--- config.mk ---
export PLATFORM = sky130hd
export DESIGN_NAME = hbm_mapper
export DESIGN_NICKNAME = d
export VERILOG_FILES = /design/src/hbm_pkg.sv /design/src/hbm_mapper.sv
export SDC_FILE = /design/constraint.sdc
export NUM_CORES = 1
export LEC_CHECK = 0
export ABC_AREA = 0
export BUFFER_PORTS_ARGS = -buffer_cell sky130_fd_sc_hd__clkbuf_2
export CORE_ASPECT_RATIO = 1.2
export CORE_MARGIN = 5
export CORE_UTILIZATION = 50
export DETAILED_ROUTE_END_ITERATION = 10
export MAX_ROUTING_LAYER = met4
export PLACE_DENSITY = 0.78
export SYNTH_ARGS = -nofsm -noshare
export SYNTH_HDL_FRONTEND = slang
export SYNTH_HIERARCHICAL = 1
export SYNTH_SLANG_ARGS = --single-unit
--- constraint.sdc ---
create_clock -name ref_clk_in -period 5.33 [get_ports ref_clk_in]
set_clock_uncertainty 0.05 [all_clocks]
set_input_delay 0.533 -clock ref_clk_in [delete_from_list [all_inputs] [get_ports ref_clk_in]]
set_output_delay 0.533 -clock ref_clk_in [all_outputs]
set_load 0.01 [all_outputs]
--- src/hbm_pkg.sv ---
package hbm_pkg;
    // ----------------------------------------------------------------
    // frame geometry
    // ----------------------------------------------------------------
    localparam int unsigned SLOT_BITS     = 90;
    localparam int unsigned SLOTS_PER_FRM = 720;
    localparam int unsigned HDR_BITS      = 90;
    localparam int unsigned SYNC_BITS     = 26;

    // ----------------------------------------------------------------
    // register map (byte addresses)
    // ----------------------------------------------------------------
    localparam logic [3:0]  ADDR_CTRL     = 4'h0;
    localparam logic [3:0]  ADDR_ANGLE    = 4'h4;
    localparam logic [3:0]  ADDR_STATUS   = 4'h8;
    localparam logic [3:0]  ADDR_FRAMES   = 4'hc;
    localparam int unsigned CTRL_EN_BIT   = 8;
    localparam int unsigned STAT_HDR_BIT  = 16;
    localparam logic [1:0]  RST_RATE      = 2'h0;
    localparam logic [7:0]  RST_ANGLE     = 8'h00;
    // arbitrary value, not tied to any real system
    localparam logic [25:0] SYNC_WORD     = 26'h18d2e37;

    typedef enum logic [1:0] {
        HBM_RATE_1_4,
        HBM_RATE_1_3,
        HBM_RATE_1_2,
        HBM_RATE_3_5
    } hbm_rate_e;
endpackage

`timescale 1ns/10ps
// ----------------------------------------------------------------
// header bit source: sync word, then the rate code repeated
// ----------------------------------------------------------------
module hbm_header_gen
    import hbm_pkg::*;
(
    input  wire logic [6:0] idx_in,
    input  wire logic [1:0] rate_in,
    output logic            bit_out
);
    always_comb begin
        // repetition makes the rate field robust at low signal to noise
        if (idx_in < 7'(SYNC_BITS)) begin
            bit_out = SYNC_WORD[5'(SYNC_BITS - 1) - idx_in[4:0]];
        end else begin
            bit_out = idx_in[0] ? rate_in[0] : rate_in[1];
        end
    end
endmodule

--- src/hbm_mapper.sv ---
// The Wishbone slave port and the register addresses were left to the implementer.
`timescale 1ns/10ps
module hbm_mapper
    import hbm_pkg::*;
#(
    parameter int unsigned SLOT_LEN  = SLOT_BITS,
    parameter int unsigned NUM_SLOTS = SLOTS_PER_FRM,
    parameter int unsigned HDR_LEN   = HDR_BITS
) (
    input  wire logic        ref_clk_in,
    input  wire logic        rst_in,
    // wishbone slave
    input  wire logic        wb_cyc_in,
    input  wire logic        wb_stb_in,
    input  wire logic        wb_we_in,
    input  wire logic [3:0]  wb_adr_in,
    input  wire logic [3:0]  wb_sel_in,
    input  wire logic [31:0] wb_dat_in,
    output logic      [31:0] wb_dat_out,
    output logic             wb_ack_out,
    // low-priority coded stream
    input  wire logic        low_priority_stream_valid_in,
    input  wire logic        low_priority_stream_bit_in,
    output logic             low_priority_stream_ready_out,
    // high-priority legacy stream
    input  wire logic        high_priority_stream_valid_in,
    input  wire logic [1:0]  high_priority_stream_bits_in,
    output logic             high_priority_stream_ready_out,
    // symbol labels to the constellation stage
    output logic             sym_valid_out,
    output logic      [2:0]  sym_label_out,
    output logic             sym_hdr_first_out,
    input  wire logic        sym_ready_in,
    output logic      [7:0]  deviation_angle_out
);
    import hbm_pkg::*;

    // ----------------------------------------------------------------
    // state
    // ----------------------------------------------------------------
    typedef struct packed {
        logic [1:0]  rate;
        logic        enable;
        logic [7:0]  angle;
        logic        ack;
        logic [31:0] rdat;
        logic [1:0]  frm_rate;
        logic        in_hdr;
        logic [6:0]  hdr_idx;
        logic [6:0]  bit_idx;
        logic [9:0]  slot;
        logic [15:0] frames;
        logic        out_valid;
        logic [2:0]  out_label;
        logic        out_first;
    } hbm_state_s;

    hbm_state_s st_q;
    hbm_state_s st_d;
    logic       hdr_bit;
    logic       can_load;
    logic       advance;
    logic       wb_req;

    function automatic logic [31:0] rd_mux(input logic [3:0] adr, input hbm_state_s s);
        logic [31:0] v;
        v = 32'h0000_0000;
        unique case (adr)
            ADDR_CTRL:   v = {23'h000000, s.enable, 6'h00, s.rate};
            ADDR_ANGLE:  v = {24'h000000, s.angle};
            ADDR_STATUS: v = {15'h0000, s.in_hdr, 6'h00, s.slot};
            ADDR_FRAMES: v = {16'h0000, s.frames};
            default:     v = 32'h0000_0000;
        endcase
        return v;
    endfunction

    hbm_header_gen u_hdr (
        .idx_in  (st_q.hdr_idx),
        .rate_in (st_q.frm_rate),
        .bit_out (hdr_bit)
    );

    // ----------------------------------------------------------------
    // handshake
    // ----------------------------------------------------------------
    // a data label is loaded only with both sources valid; header bits need no lp data
    assign can_load = st_q.enable && (!st_q.out_valid || sym_ready_in);
    assign advance  = can_load && high_priority_stream_valid_in
                      && (st_q.in_hdr || low_priority_stream_valid_in);
    assign high_priority_stream_ready_out = advance;
    assign low_priority_stream_ready_out  = advance && !st_q.in_hdr;
    assign wb_req = wb_cyc_in && wb_stb_in && !st_q.ack;

    // ----------------------------------------------------------------
    // next state
    // ----------------------------------------------------------------
    always_comb begin
        st_d     = st_q;
        st_d.ack = wb_req;
        if (wb_req) begin
            st_d.rdat = wb_we_in ? 32'h0000_0000 : rd_mux(wb_adr_in, st_q);
        end
        if (wb_req && wb_we_in) begin
            if (wb_adr_in == ADDR_CTRL && wb_sel_in[0]) begin
                st_d.rate = wb_dat_in[1:0];
            end
            if (wb_adr_in == ADDR_CTRL && wb_sel_in[1]) begin
                st_d.enable = wb_dat_in[CTRL_EN_BIT];
            end
            if (wb_adr_in == ADDR_ANGLE && wb_sel_in[0]) begin
                st_d.angle = wb_dat_in[7:0];
            end
        end

        if (st_q.out_valid && sym_ready_in) begin
            st_d.out_valid = 1'b0;
        end

        if (advance) begin
            st_d.out_valid = 1'b1;
            // lp bit (header bit while in the header) on top, the two legacy bits below
            st_d.out_label = {st_q.in_hdr ? hdr_bit : low_priority_stream_bit_in,
                              high_priority_stream_bits_in};
            st_d.out_first = st_q.in_hdr && (st_q.hdr_idx == 7'h00);
            if (st_q.in_hdr) begin
                if (st_q.hdr_idx == 7'(HDR_LEN - 1)) begin
                    st_d.in_hdr  = 1'b0;
                    st_d.hdr_idx = 7'h00;
                end else begin
                    st_d.hdr_idx = st_q.hdr_idx + 7'h01;
                end
            end else if (st_q.bit_idx == 7'(SLOT_LEN - 1)) begin
                st_d.bit_idx = 7'h00;
                if (st_q.slot == 10'(NUM_SLOTS - 1)) begin
                    // 720 x 90 = 64 800 bits closes the normal frame
                    st_d.slot     = 10'h000;
                    st_d.in_hdr   = 1'b1;
                    st_d.frm_rate = st_q.rate;
                    st_d.frames   = st_q.frames + 16'h0001;
                end else begin
                    st_d.slot = st_q.slot + 10'h001;
                end
            end else begin
                st_d.bit_idx = st_q.bit_idx + 7'h01;
            end
        end

        // the rate is sampled as the last slot closes and while idle in front of a header, so a frame never
        // mixes rates; a change made mid-frame waits for the next header
        if (st_q.in_hdr && st_q.hdr_idx == 7'h00 && !advance) begin
            st_d.frm_rate = st_d.rate;
        end
    end

    always_ff @(posedge ref_clk_in) begin
        if (rst_in) begin
            st_q          <= '0;
            st_q.rate     <= RST_RATE;
            st_q.frm_rate <= RST_RATE;
            st_q.angle    <= RST_ANGLE;
            st_q.in_hdr   <= 1'b1;
        end else begin
            st_q <= st_d;
        end
    end

    // ----------------------------------------------------------------
    // outputs
    // ----------------------------------------------------------------
    assign wb_ack_out          = st_q.ack;
    assign wb_dat_out          = st_q.rdat;
    assign sym_valid_out       = st_q.out_valid;
    assign sym_label_out       = st_q.out_label;
    assign sym_hdr_first_out   = st_q.out_first;
    // the angle only shapes the constellation downstream
    assign deviation_angle_out = st_q.angle;
endmodule

=== Word-level counts from Yosys, hierarchy flattened ===
Memory sizes are Yosys's and may differ from the RTL's.
Cells that the tools add are included.

* Multiplexer cells: 25
* Reductions and logical operators: 32
* Bitwise logic cells: 1
* Add/sub/neg operators: 5
* Order comparisons: 2
* Equality and inequality tests: 7

{| class="wikitable"
|+ Operators by type and width
! kind !! count
|-
| 17-bit one-hot mux with 4 select lines || 1
|-
| 48-bit two-way mux || 1
|-
| 33-bit two-way mux || 1
|-
| 32-bit two-way mux || 1
|-
| 26-bit two-way mux || 1
|-
| 7-bit two-way mux || 3
|-
| 16-bit by 1-bit adder with 16-bit output, second input constant || 1
|-
| 16-bit two-way mux || 1
|-
| 7-bit by 1-bit adder with 7-bit output, second input constant || 2
|-
| 7-bit == test, second input constant || 2
|-
| 1-bit logical AND || 13
|-
| 11-bit two-way mux || 1
|-
| 10-bit by 1-bit adder with 10-bit output, second input constant || 1
|-
| 10-bit == test, second input constant || 1
|-
| 10-bit two-way mux || 1
|-
| 4-bit == test, second input constant || 2
|-
| 1-bit two-way mux || 8
|-
| 8-bit two-way mux || 1
|-
| 2-bit AND reduction || 4
|-
| 4-bit AND reduction || 2
|-
| 2-bit nonzero test || 4
|-
| 7-bit zero test || 1
|-
| 7-bit by 5-bit less-than comparator with 1-bit output, second input constant || 1
|-
| 5-bit by 6-bit less-than comparator with 1-bit output, second input constant || 1
|-
| 10 further kinds || 17
|}

* Register bits: 92
* Word-level logic and storage cells: 87
* Memories: 1
* Bits of input ports: 51
* Memory bits (read-only): 32
* Output and inout bits: 48

{| class="wikitable"
|+ Memory list
! memory !! depth !! width !! read ports !! clocked after memory_dff !! write ports !! line !! RTL
|-
| (no name shown) || 32 || 1 || 1 || 0 || 0 || hbm_pkg.sv:46 || <nowiki>bit_out = SYNC_WORD[5'(SYNC_BITS - 1) - idx_in[4:0]];</nowiki>
|}

=== Logic depth before layout (Yosys ltp) ===
Gate-level depths: netlist (run 1).

* Depth after elaboration: 9
* Gate-level depth with buffers: 8
* Depth with buffers taken out: 8

=== Modules after synthesis ===
Netlist (run 1), hierarchy kept.

{| class="wikitable"
|+ By module, submodules not included
! module !! times used !! cells an instance !! area an instance (µm²)
|-
| hbm_mapper || 1 || 449 || 3813.7
|-
| hbm_header_gen || 1 || 19 || 131.4
|}

=== Worst setup path after synthesis (run 1) ===
No wires, ideal clock.

* Path type: input to register
* From: input port wb_adr_in[1]
* To: register st_q (netlist bit deviation_angle_out[4])
* Data arrival time: 2.001 ns
* Data required time: 5.152 ns
* Path slack: 3.151 ns
* Cell stages on the path: 7
* Path through: or2_2 > clkbuf_1 > nor3b_2 > and4_1 > buf_2 > mux2i_1 > nor2_1

* Cells in the longest elaborated chain, start to end: 3

{| class="wikitable"
|+ Ends and longest elaborated chain
! item !! line !! RTL
|-
| start, declared || hbm_mapper.sv:16 || <nowiki>input wire logic [3:0] wb_adr_in,</nowiki>
|-
| 4-bit by 3-bit == test with 1-bit output || hbm_mapper.sv:111 || <nowiki>if (wb_adr_in == ADDR_ANGLE && wb_sel_in[0]) begin</nowiki>
|-
| 1-bit logical AND || hbm_mapper.sv:111 ||
|-
| 2-bit AND reduction (no source line) || -- ||
|-
| end signal, assigned || hbm_mapper.sv:164 || <nowiki>st_q <= st_d;</nowiki>
|-
| end, declared || hbm_mapper.sv:58 || <nowiki>hbm_state_s st_q;</nowiki>
|}

Every way passes these cells.
A chain may end at the register's enable or synchronous reset.

=== Worst setup path after layout (run 1) ===
* From: register st_q[21] in the netlist's numbering
* To: register st_q[20] in the netlist's numbering

* Cells in the longest elaborated chain, start to end: 2

{| class="wikitable"
|+ Ends and longest elaborated chain
! item !! line !! RTL
|-
| 10-bit == test || hbm_mapper.sv:135 || <nowiki>if (st_q.slot == 10'(NUM_SLOTS - 1)) begin</nowiki>
|-
| 4-bit AND reduction (no source line) || -- ||
|}

Every way passes these cells.

==> results of run 1 <==
[sequential cells by signal (all words and copies together), names as in the netlist]
name                 count
st_q                    46
sym_label_out            3
wb_ack_out               1
sym_valid_out            1
deviation_angle_out      8
wb_dat_out              17
sym_hdr_first_out        1
[power by group]
group	switching [W]	internal (W)	leakage, nW
registers	0.000000425	0.000575	0.620
clock network	0.000209	0.000314	0.126
logic	0.0000275	0.0000112	0.843
[final cells by class]
type,count,area share
Clock buffer,13,0.0418
Tap cell,92,0.0269
Multi-Input combinational cell,330,0.469
Timing Repair Buffer,61,0.0730
Sequential cell,77,0.360
Clock inverter,3,0.0152
Inverter,16,0.0140
[final timing paths]
kind	to	cells after the start
worst max-delay path	st_q[20]	6
worst min-delay path	sym_label_out[1]	3
worst max register to register	st_q[20]	6
worst min register to register	wb_dat_out[9]	2
[layer usage]
layer	track usage	vias to the layer above	wire length, um
met5	-	-	0
li1	-	1634	-
met4	0.0545	0	163
met3	0.0559	11	586
met1	0.229	1564	3790
met2	0.324	98	4380
[metrics by stage]
stage	cell area (um^2)	hold WS, ps	total power (W)
floorplan	4000	376	0.000618
global placement	4040	391	0.000627
detailed placement	4040	392	0.000627
CTS	4280	334	0.00115
global route	4280	347	0.00118
finish	4280	346	0.00114
[logic make-up after synthesis]
logic type,after synthesis,synth area share
xor+xnor,33,0.0733
compound gates,66,0.106
mux,13,0.0330
buf+inv,75,0.113
flops,77,0.391
other cells,1,0.000951
simple gates,195,0.258
fa+ha+maj,8,0.0254
[layout by cell type (no fill, tap or decap), drive strengths merged, types with 3 or more instances in the layout]
cell type  instances
dfxtp             77
clkbuf            71
nor2              56
nand2             44
a21oi             24
xnor2             23
nand3             21
o21ai             17
inv               16
conb              15
mux2i             13
nor3              13
nor4              12
nand4             12
xor2              10
ha                 8
a222oi             6
and2               6
and4               6
or4                4
nand2b             4
and3               4
or3                3
a21o               3
o31ai              3
a22o               3
buf                3
[worst max-delay path, cell delays in order, from the launching register on]
cell,delay [ps]
dfxtp_1,420
ha_1,230
and3_1,230
nand4_2,370
or3_1,620
or4_1,510
a21oi_1,150
==> run_results.csv, run 1 <==
group,metric,value,unit
setup_path,r2r_setup_slack,2690,ps
cells_and_area,layout.nets,554,
detailed_routing,dr.first_iter.drc_count,262,
floorplan,die_h,107,um
timing,post-route-min-period,2640,ps
cells_and_area,fin_util,0.556,
detailed_routing,route.vias.total,3307,
logic_synthesis,ys.flop_type,"dfxtp_1",
detailed_routing,final_antenna_net_count,0,
setup_path,required,5560,ps
placement,post-place-ws,2630,ps
detailed_routing,drt_wl_total,8.92,mm
cells_and_area,layout-area-overhead-vs-synth,8.56,%
global_routing,grt_pass1_wl,15.1,mm
clocking,post_cts_buffers,0,
logic_synthesis,synth_edf_count,0,
global_routing,grtUsageTotal,0.194,
floorplan,rows,35,
min_path,hp-class,"input port to register",
timing,max-slew-margin-rel,0.506,
floorplan,dieWidth,91.1,um
logic_synthesis,syn_inst,468,
clocking,cts.clk_slew.worst_paths,70,ps
floorplan,initial_core_util,0.512,
cells_and_area,fillerInstances,707,
timing,finalHoldViolations,0,
logic_synthesis,synth_common_cells,"dfxtp_1, nor2_1, nand2_1, buf_4, a21oi_1",
floorplan,ios,99,
detailed_routing,wl_per_cell,15.1,um
logic_synthesis,yosysMostFrequentCell,"dfxtp_1",
setup_path,crit_fanout,15,
setup_path,worst_setup_path_start_kind,"register",
setup_path,r2r_start,"st_q[21]",
timing,tns,0,ps
clocking,cts_root_buf,"clkbuf_8",
cells_and_area,drive_gt1_frac,0.178,
timing,setup_viol,0,
global_routing,grt_pass1_vias,3193,
cells_and_area,regArea,0.00154,mm^2
floorplan,die_area,0.00977,mm^2
logic_synthesis,ys_async_sr_fraction,0,
detailed_routing,drtPass1Iterations,4,
timing,max_freq,378,MHz
detailed_routing,via_per_inst,5.59,
global_routing,antenna_found_initial,0,
timing,max_slew.worst_pin.slew,736,ps
placement,io_buffer_count,58,
floorplan,core_area,0.00771,mm^2
placement,gp_congestion,0.818,
clocking,cts_resized,0,
logic_synthesis,synth-seq-area-share,0.391,
detailed_routing,drc,0,
placement,dp_hpwl,6.48,mm
cells_and_area,antenna_cells,0,
cells_and_area,final_cells,592,
logic_synthesis,synth_top_area_share,0.391,
placement,placed_cells,576,
setup_path,startpoint,"st_q[21]",
logic_synthesis,synth.avg_cell_area,8.43,um^2
pwr,ir_drop,0.000190,V
logic_synthesis,yosysWarnings,6,
min_path,hold_path_startpoint,"high_priority_stream_bits_in[1]",
clocking,cts_tree,"done",
timing,fin_crit_sh,0.496,
clocking,h-tree-depth,3,
run_status,status,"complete, no violations",
logic_synthesis,ys_ff_latch,77,
logic_synthesis,ys_types,55,
clocking,ctsHoldBuffers,0,
logic_synthesis,ys_top_cells_by_area,"dfxtp_1, buf_4, nor2_1",
setup_path,endpoint_kind,"register",
pwr,p_per_area,266,mW/mm^2
cells_and_area,multi_input_area,0.00201,mm^2
timing,layout_setup_ws,2690,ps
timing,rsz0062_at_grt,"no",
clocking,clock_latency,360,ps
setup_path,cp.arrival,2880,ps
logic_synthesis,synth_top_area_cell,"dfxtp_1",
clocking,numCtsBuffers,9,
flow_run,max_cap_violations,0,
setup_path,criticalPathCategory,"register to register",
global_routing,grt_overflow,0,
global_routing,grt_max_degree,48,
logic_synthesis,synth_area,0.00395,mm^2
clocking,clkSinkCount,77,
pwr,p_leak,1.59,nW
timing,final-max-slew-violation-count,0,
clocking,cts_buffer_depth,2,
(Power assumes the default switching activity.)
==> run 2: changes to the inputs <==
- CORE_UTILIZATION: 50 -> 48
- clock period: 5.33 -> 2.1 ns (I/O delays scaled with it)
==> run_results.csv, run 2 (same netlist as run 1, synthesis figures left out) <==
group,metric,value,unit
cells_and_area,largest_reg_flops,46,
clocking,cts.clk_slew.worst_paths,80,ps
clocking,ctsHoldBuffers,0,
floorplan,dieWidth,92.8,um
floorplan,die_area,0.0101,mm^2
cells_and_area,layout.nets,583,
placement,gp_congestion,0.925,
global_routing,antenna_found_initial,0,
clocking,clkSinkCount,77,
setup_path,criticalPathCategory,"register to register",
clocking,post_cts_buffers,0,
setup_path,crit_fanout,6,
cells_and_area,most-common-layout-cells,"dfxtp_1, clkbuf_2, nor2_1, nand2_1, buf_4",
flow_run,max_cap_violations,0,
setup_path,cp_top_family,"simple AND/OR/NAND/NOR gates",
detailed_routing,drt_wl_total,9.42,mm
clocking,cts_buffer_depth,2,
timing,layout_setup_ws,51.8,ps
setup_path,endpoint_kind,"register",
global_routing,grtUsageTotal,0.195,
timing,post-route-min-period,2050,ps
detailed_routing,drc,0,
pwr,p_leak,1.73,nW
pwr,ir_drop,0.000396,V
cells_and_area,drive_gt1_frac,0.233,
timing,final-max-slew-violation-count,0,
setup_path,worst_setup_path_start_kind,"register",
clocking,clock_latency,350,ps
setup_path,crit_path_frequent_cell,"or3_4",
cells_and_area,fillerInstances,727,
timing,rsz0062_at_grt,"yes",
global_routing,grt_pass1_wl,15.3,mm
clocking,numCtsBuffers,9,
floorplan,initial_core_util,0.489,
timing,setup_viol,0,
floorplan,core_area,0.00806,mm^2
cells_and_area,final_area,0.00453,mm^2
pwr,comb_power_share,0.037,
pwr,p_per_area,634,mW/mm^2
setup_path,path_buf_inv,2,
cells_and_area,fin_util,0.562,
cells_and_area,layout_commonest_cell,"dfxtp_1",
pwr,clkPwrFrac,0.455,
setup_path,max_stage_delay,390,ps
detailed_routing,via_per_inst,5.50,
clocking,cts_root_buf,"clkbuf_8",
pwr,power.switching,0.000594,W
setup_path,cp_slowest_cell,"or3_4",
pwr,p_sw_frac,0.207,
detailed_routing,drtPass1Iterations,5,
global_routing,grt_max_degree,21,
floorplan,die_h,109,um
placement,dp_hpwl,7.09,mm
detailed_routing,dr.first_iter.drc_count,293,
setup_path,cp.arrival,2290,ps
pwr,seq_power_share,0.509,
detailed_routing,wl_per_cell,15.1,um
clocking,cts_tree,"done",
detailed_routing,route.vias.total,3424,
cells_and_area,regMostFlops,"st_q",
placement,io_buffer_count,58,
timing,max_freq,488,MHz
pwr,p_int,0.00228,W
global_routing,grt_pass1_vias,3233,
floorplan,rows,36,
timing,max_slew.worst_pin.slew,646,ps
run_status,status,"complete, no violations",
min_path,hp-class,"input port to register",
floorplan,ios,99,
timing,fin_crit_sh,0.975,
detailed_routing,final_antenna_net_count,0,
setup_path,r2r_setup_slack,50,ps
setup_path,worstPathCellList,"inv_1 -> ha_1 -> and4bb_2 -> nand4_4 -> or3_4 -> buf_4 -> or3_4 -> a21oi_2",
cells_and_area,antenna_cells,0,
timing,max-slew-margin-rel,0.566,
setup_path,required,2340,ps
timing,finalHoldViolations,0,
placement,post-place-ws,51.8,ps
clocking,h-tree-depth,3,
global_routing,grt_overflow,0,
placement,place_area,0.00427,mm^2
cells_and_area,layout-area-overhead-vs-synth,14.9,%
run 2: cell count changes in the layout (fill, tap and decap cells not counted), moves of 2 or more:
cell      delta
nor4_2       +2
buf_4       +29
clkbuf_1     +2
clkbuf_8     -4
nor4_1       -2
or3_4        +2
or3_1        -2
run 2: worst reg2reg max path, cell delays in order, from the launching register on:
cell and delay [ps]:
dfxtp_2 340, inv_1 60, ha_1 130, and4bb_2 280, nand4_4 120, or3_4 390, buf_4 160, or3_4 330
a21oi_2 130
run 2: per-layer routing:
metal,GRT usage,wire length (um),vias to the layer above
met3,0.0253,520,14
met4,0.0880,181,0
met5,-,0,-
met1,0.235,4000,1605
met2,0.327,4720,112
li1,-,-,1693
run 2: timing repair:
action,4_1_cts,5_1_grt
hold endpoints to repair,0,0
endpoints found under the setup margin,0,7
resized for setup,0,8
run 2: power by group through the flow:
stage	registers [W]	logic, W	clock network, W
2_1_floorplan	0.00150	0.0000737	0
3_3_place_gp	0.00150	0.000102	0
3_5_place_dp	0.00150	0.000104	0
4_1_cts	0.00146	0.000104	0.00133
5_1_grt	0.00146	0.000117	0.00138
6_report	0.00146	0.000105	0.00131
run 2: worst paths after layout:
path                              startpoint                to  cells after the start
max                                 st_q[32]          st_q[12]                      8
min          high_priority_stream_bits_in[0]  sym_label_out[0]                      3
max reg2reg                         st_q[32]          st_q[12]                      8
min reg2reg                   wb_dat_out[13]    wb_dat_out[13]                      2
run 2: area by class of cell:
| cell class | count | area [um^2] | share of cell area |
|---|---|---|---|
| Clock buffer | 11 | 131 | 0.0290 |
| Timing Repair Buffer | 90 | 531 | 0.117 |
| Inverter | 16 | 60.1 | 0.0132 |
| Clock inverter | 4 | 97.6 | 0.0215 |
| Multi-Input combinational cell | 330 | 2050 | 0.453 |
| Tap cell | 95 | 119 | 0.0262 |
| Sequential cell | 77 | 1540 | 0.340 |
run 2: stage by stage:
stage / hold slack (ps) / setup TNS [ps] / total power [W] / std cells
finish: 35.4 / 0 / 0.00287 / 623
global route: 27.0 / -42.5 / 0.00296 / 623
CTS: 23.8 / 0 / 0.00290 / 623
detailed placement: 392 / 0 / 0.00160 / 608
global placement: 390 / 0 / 0.00160 / 608
floorplan: 296 / 0 / 0.00157 / 482
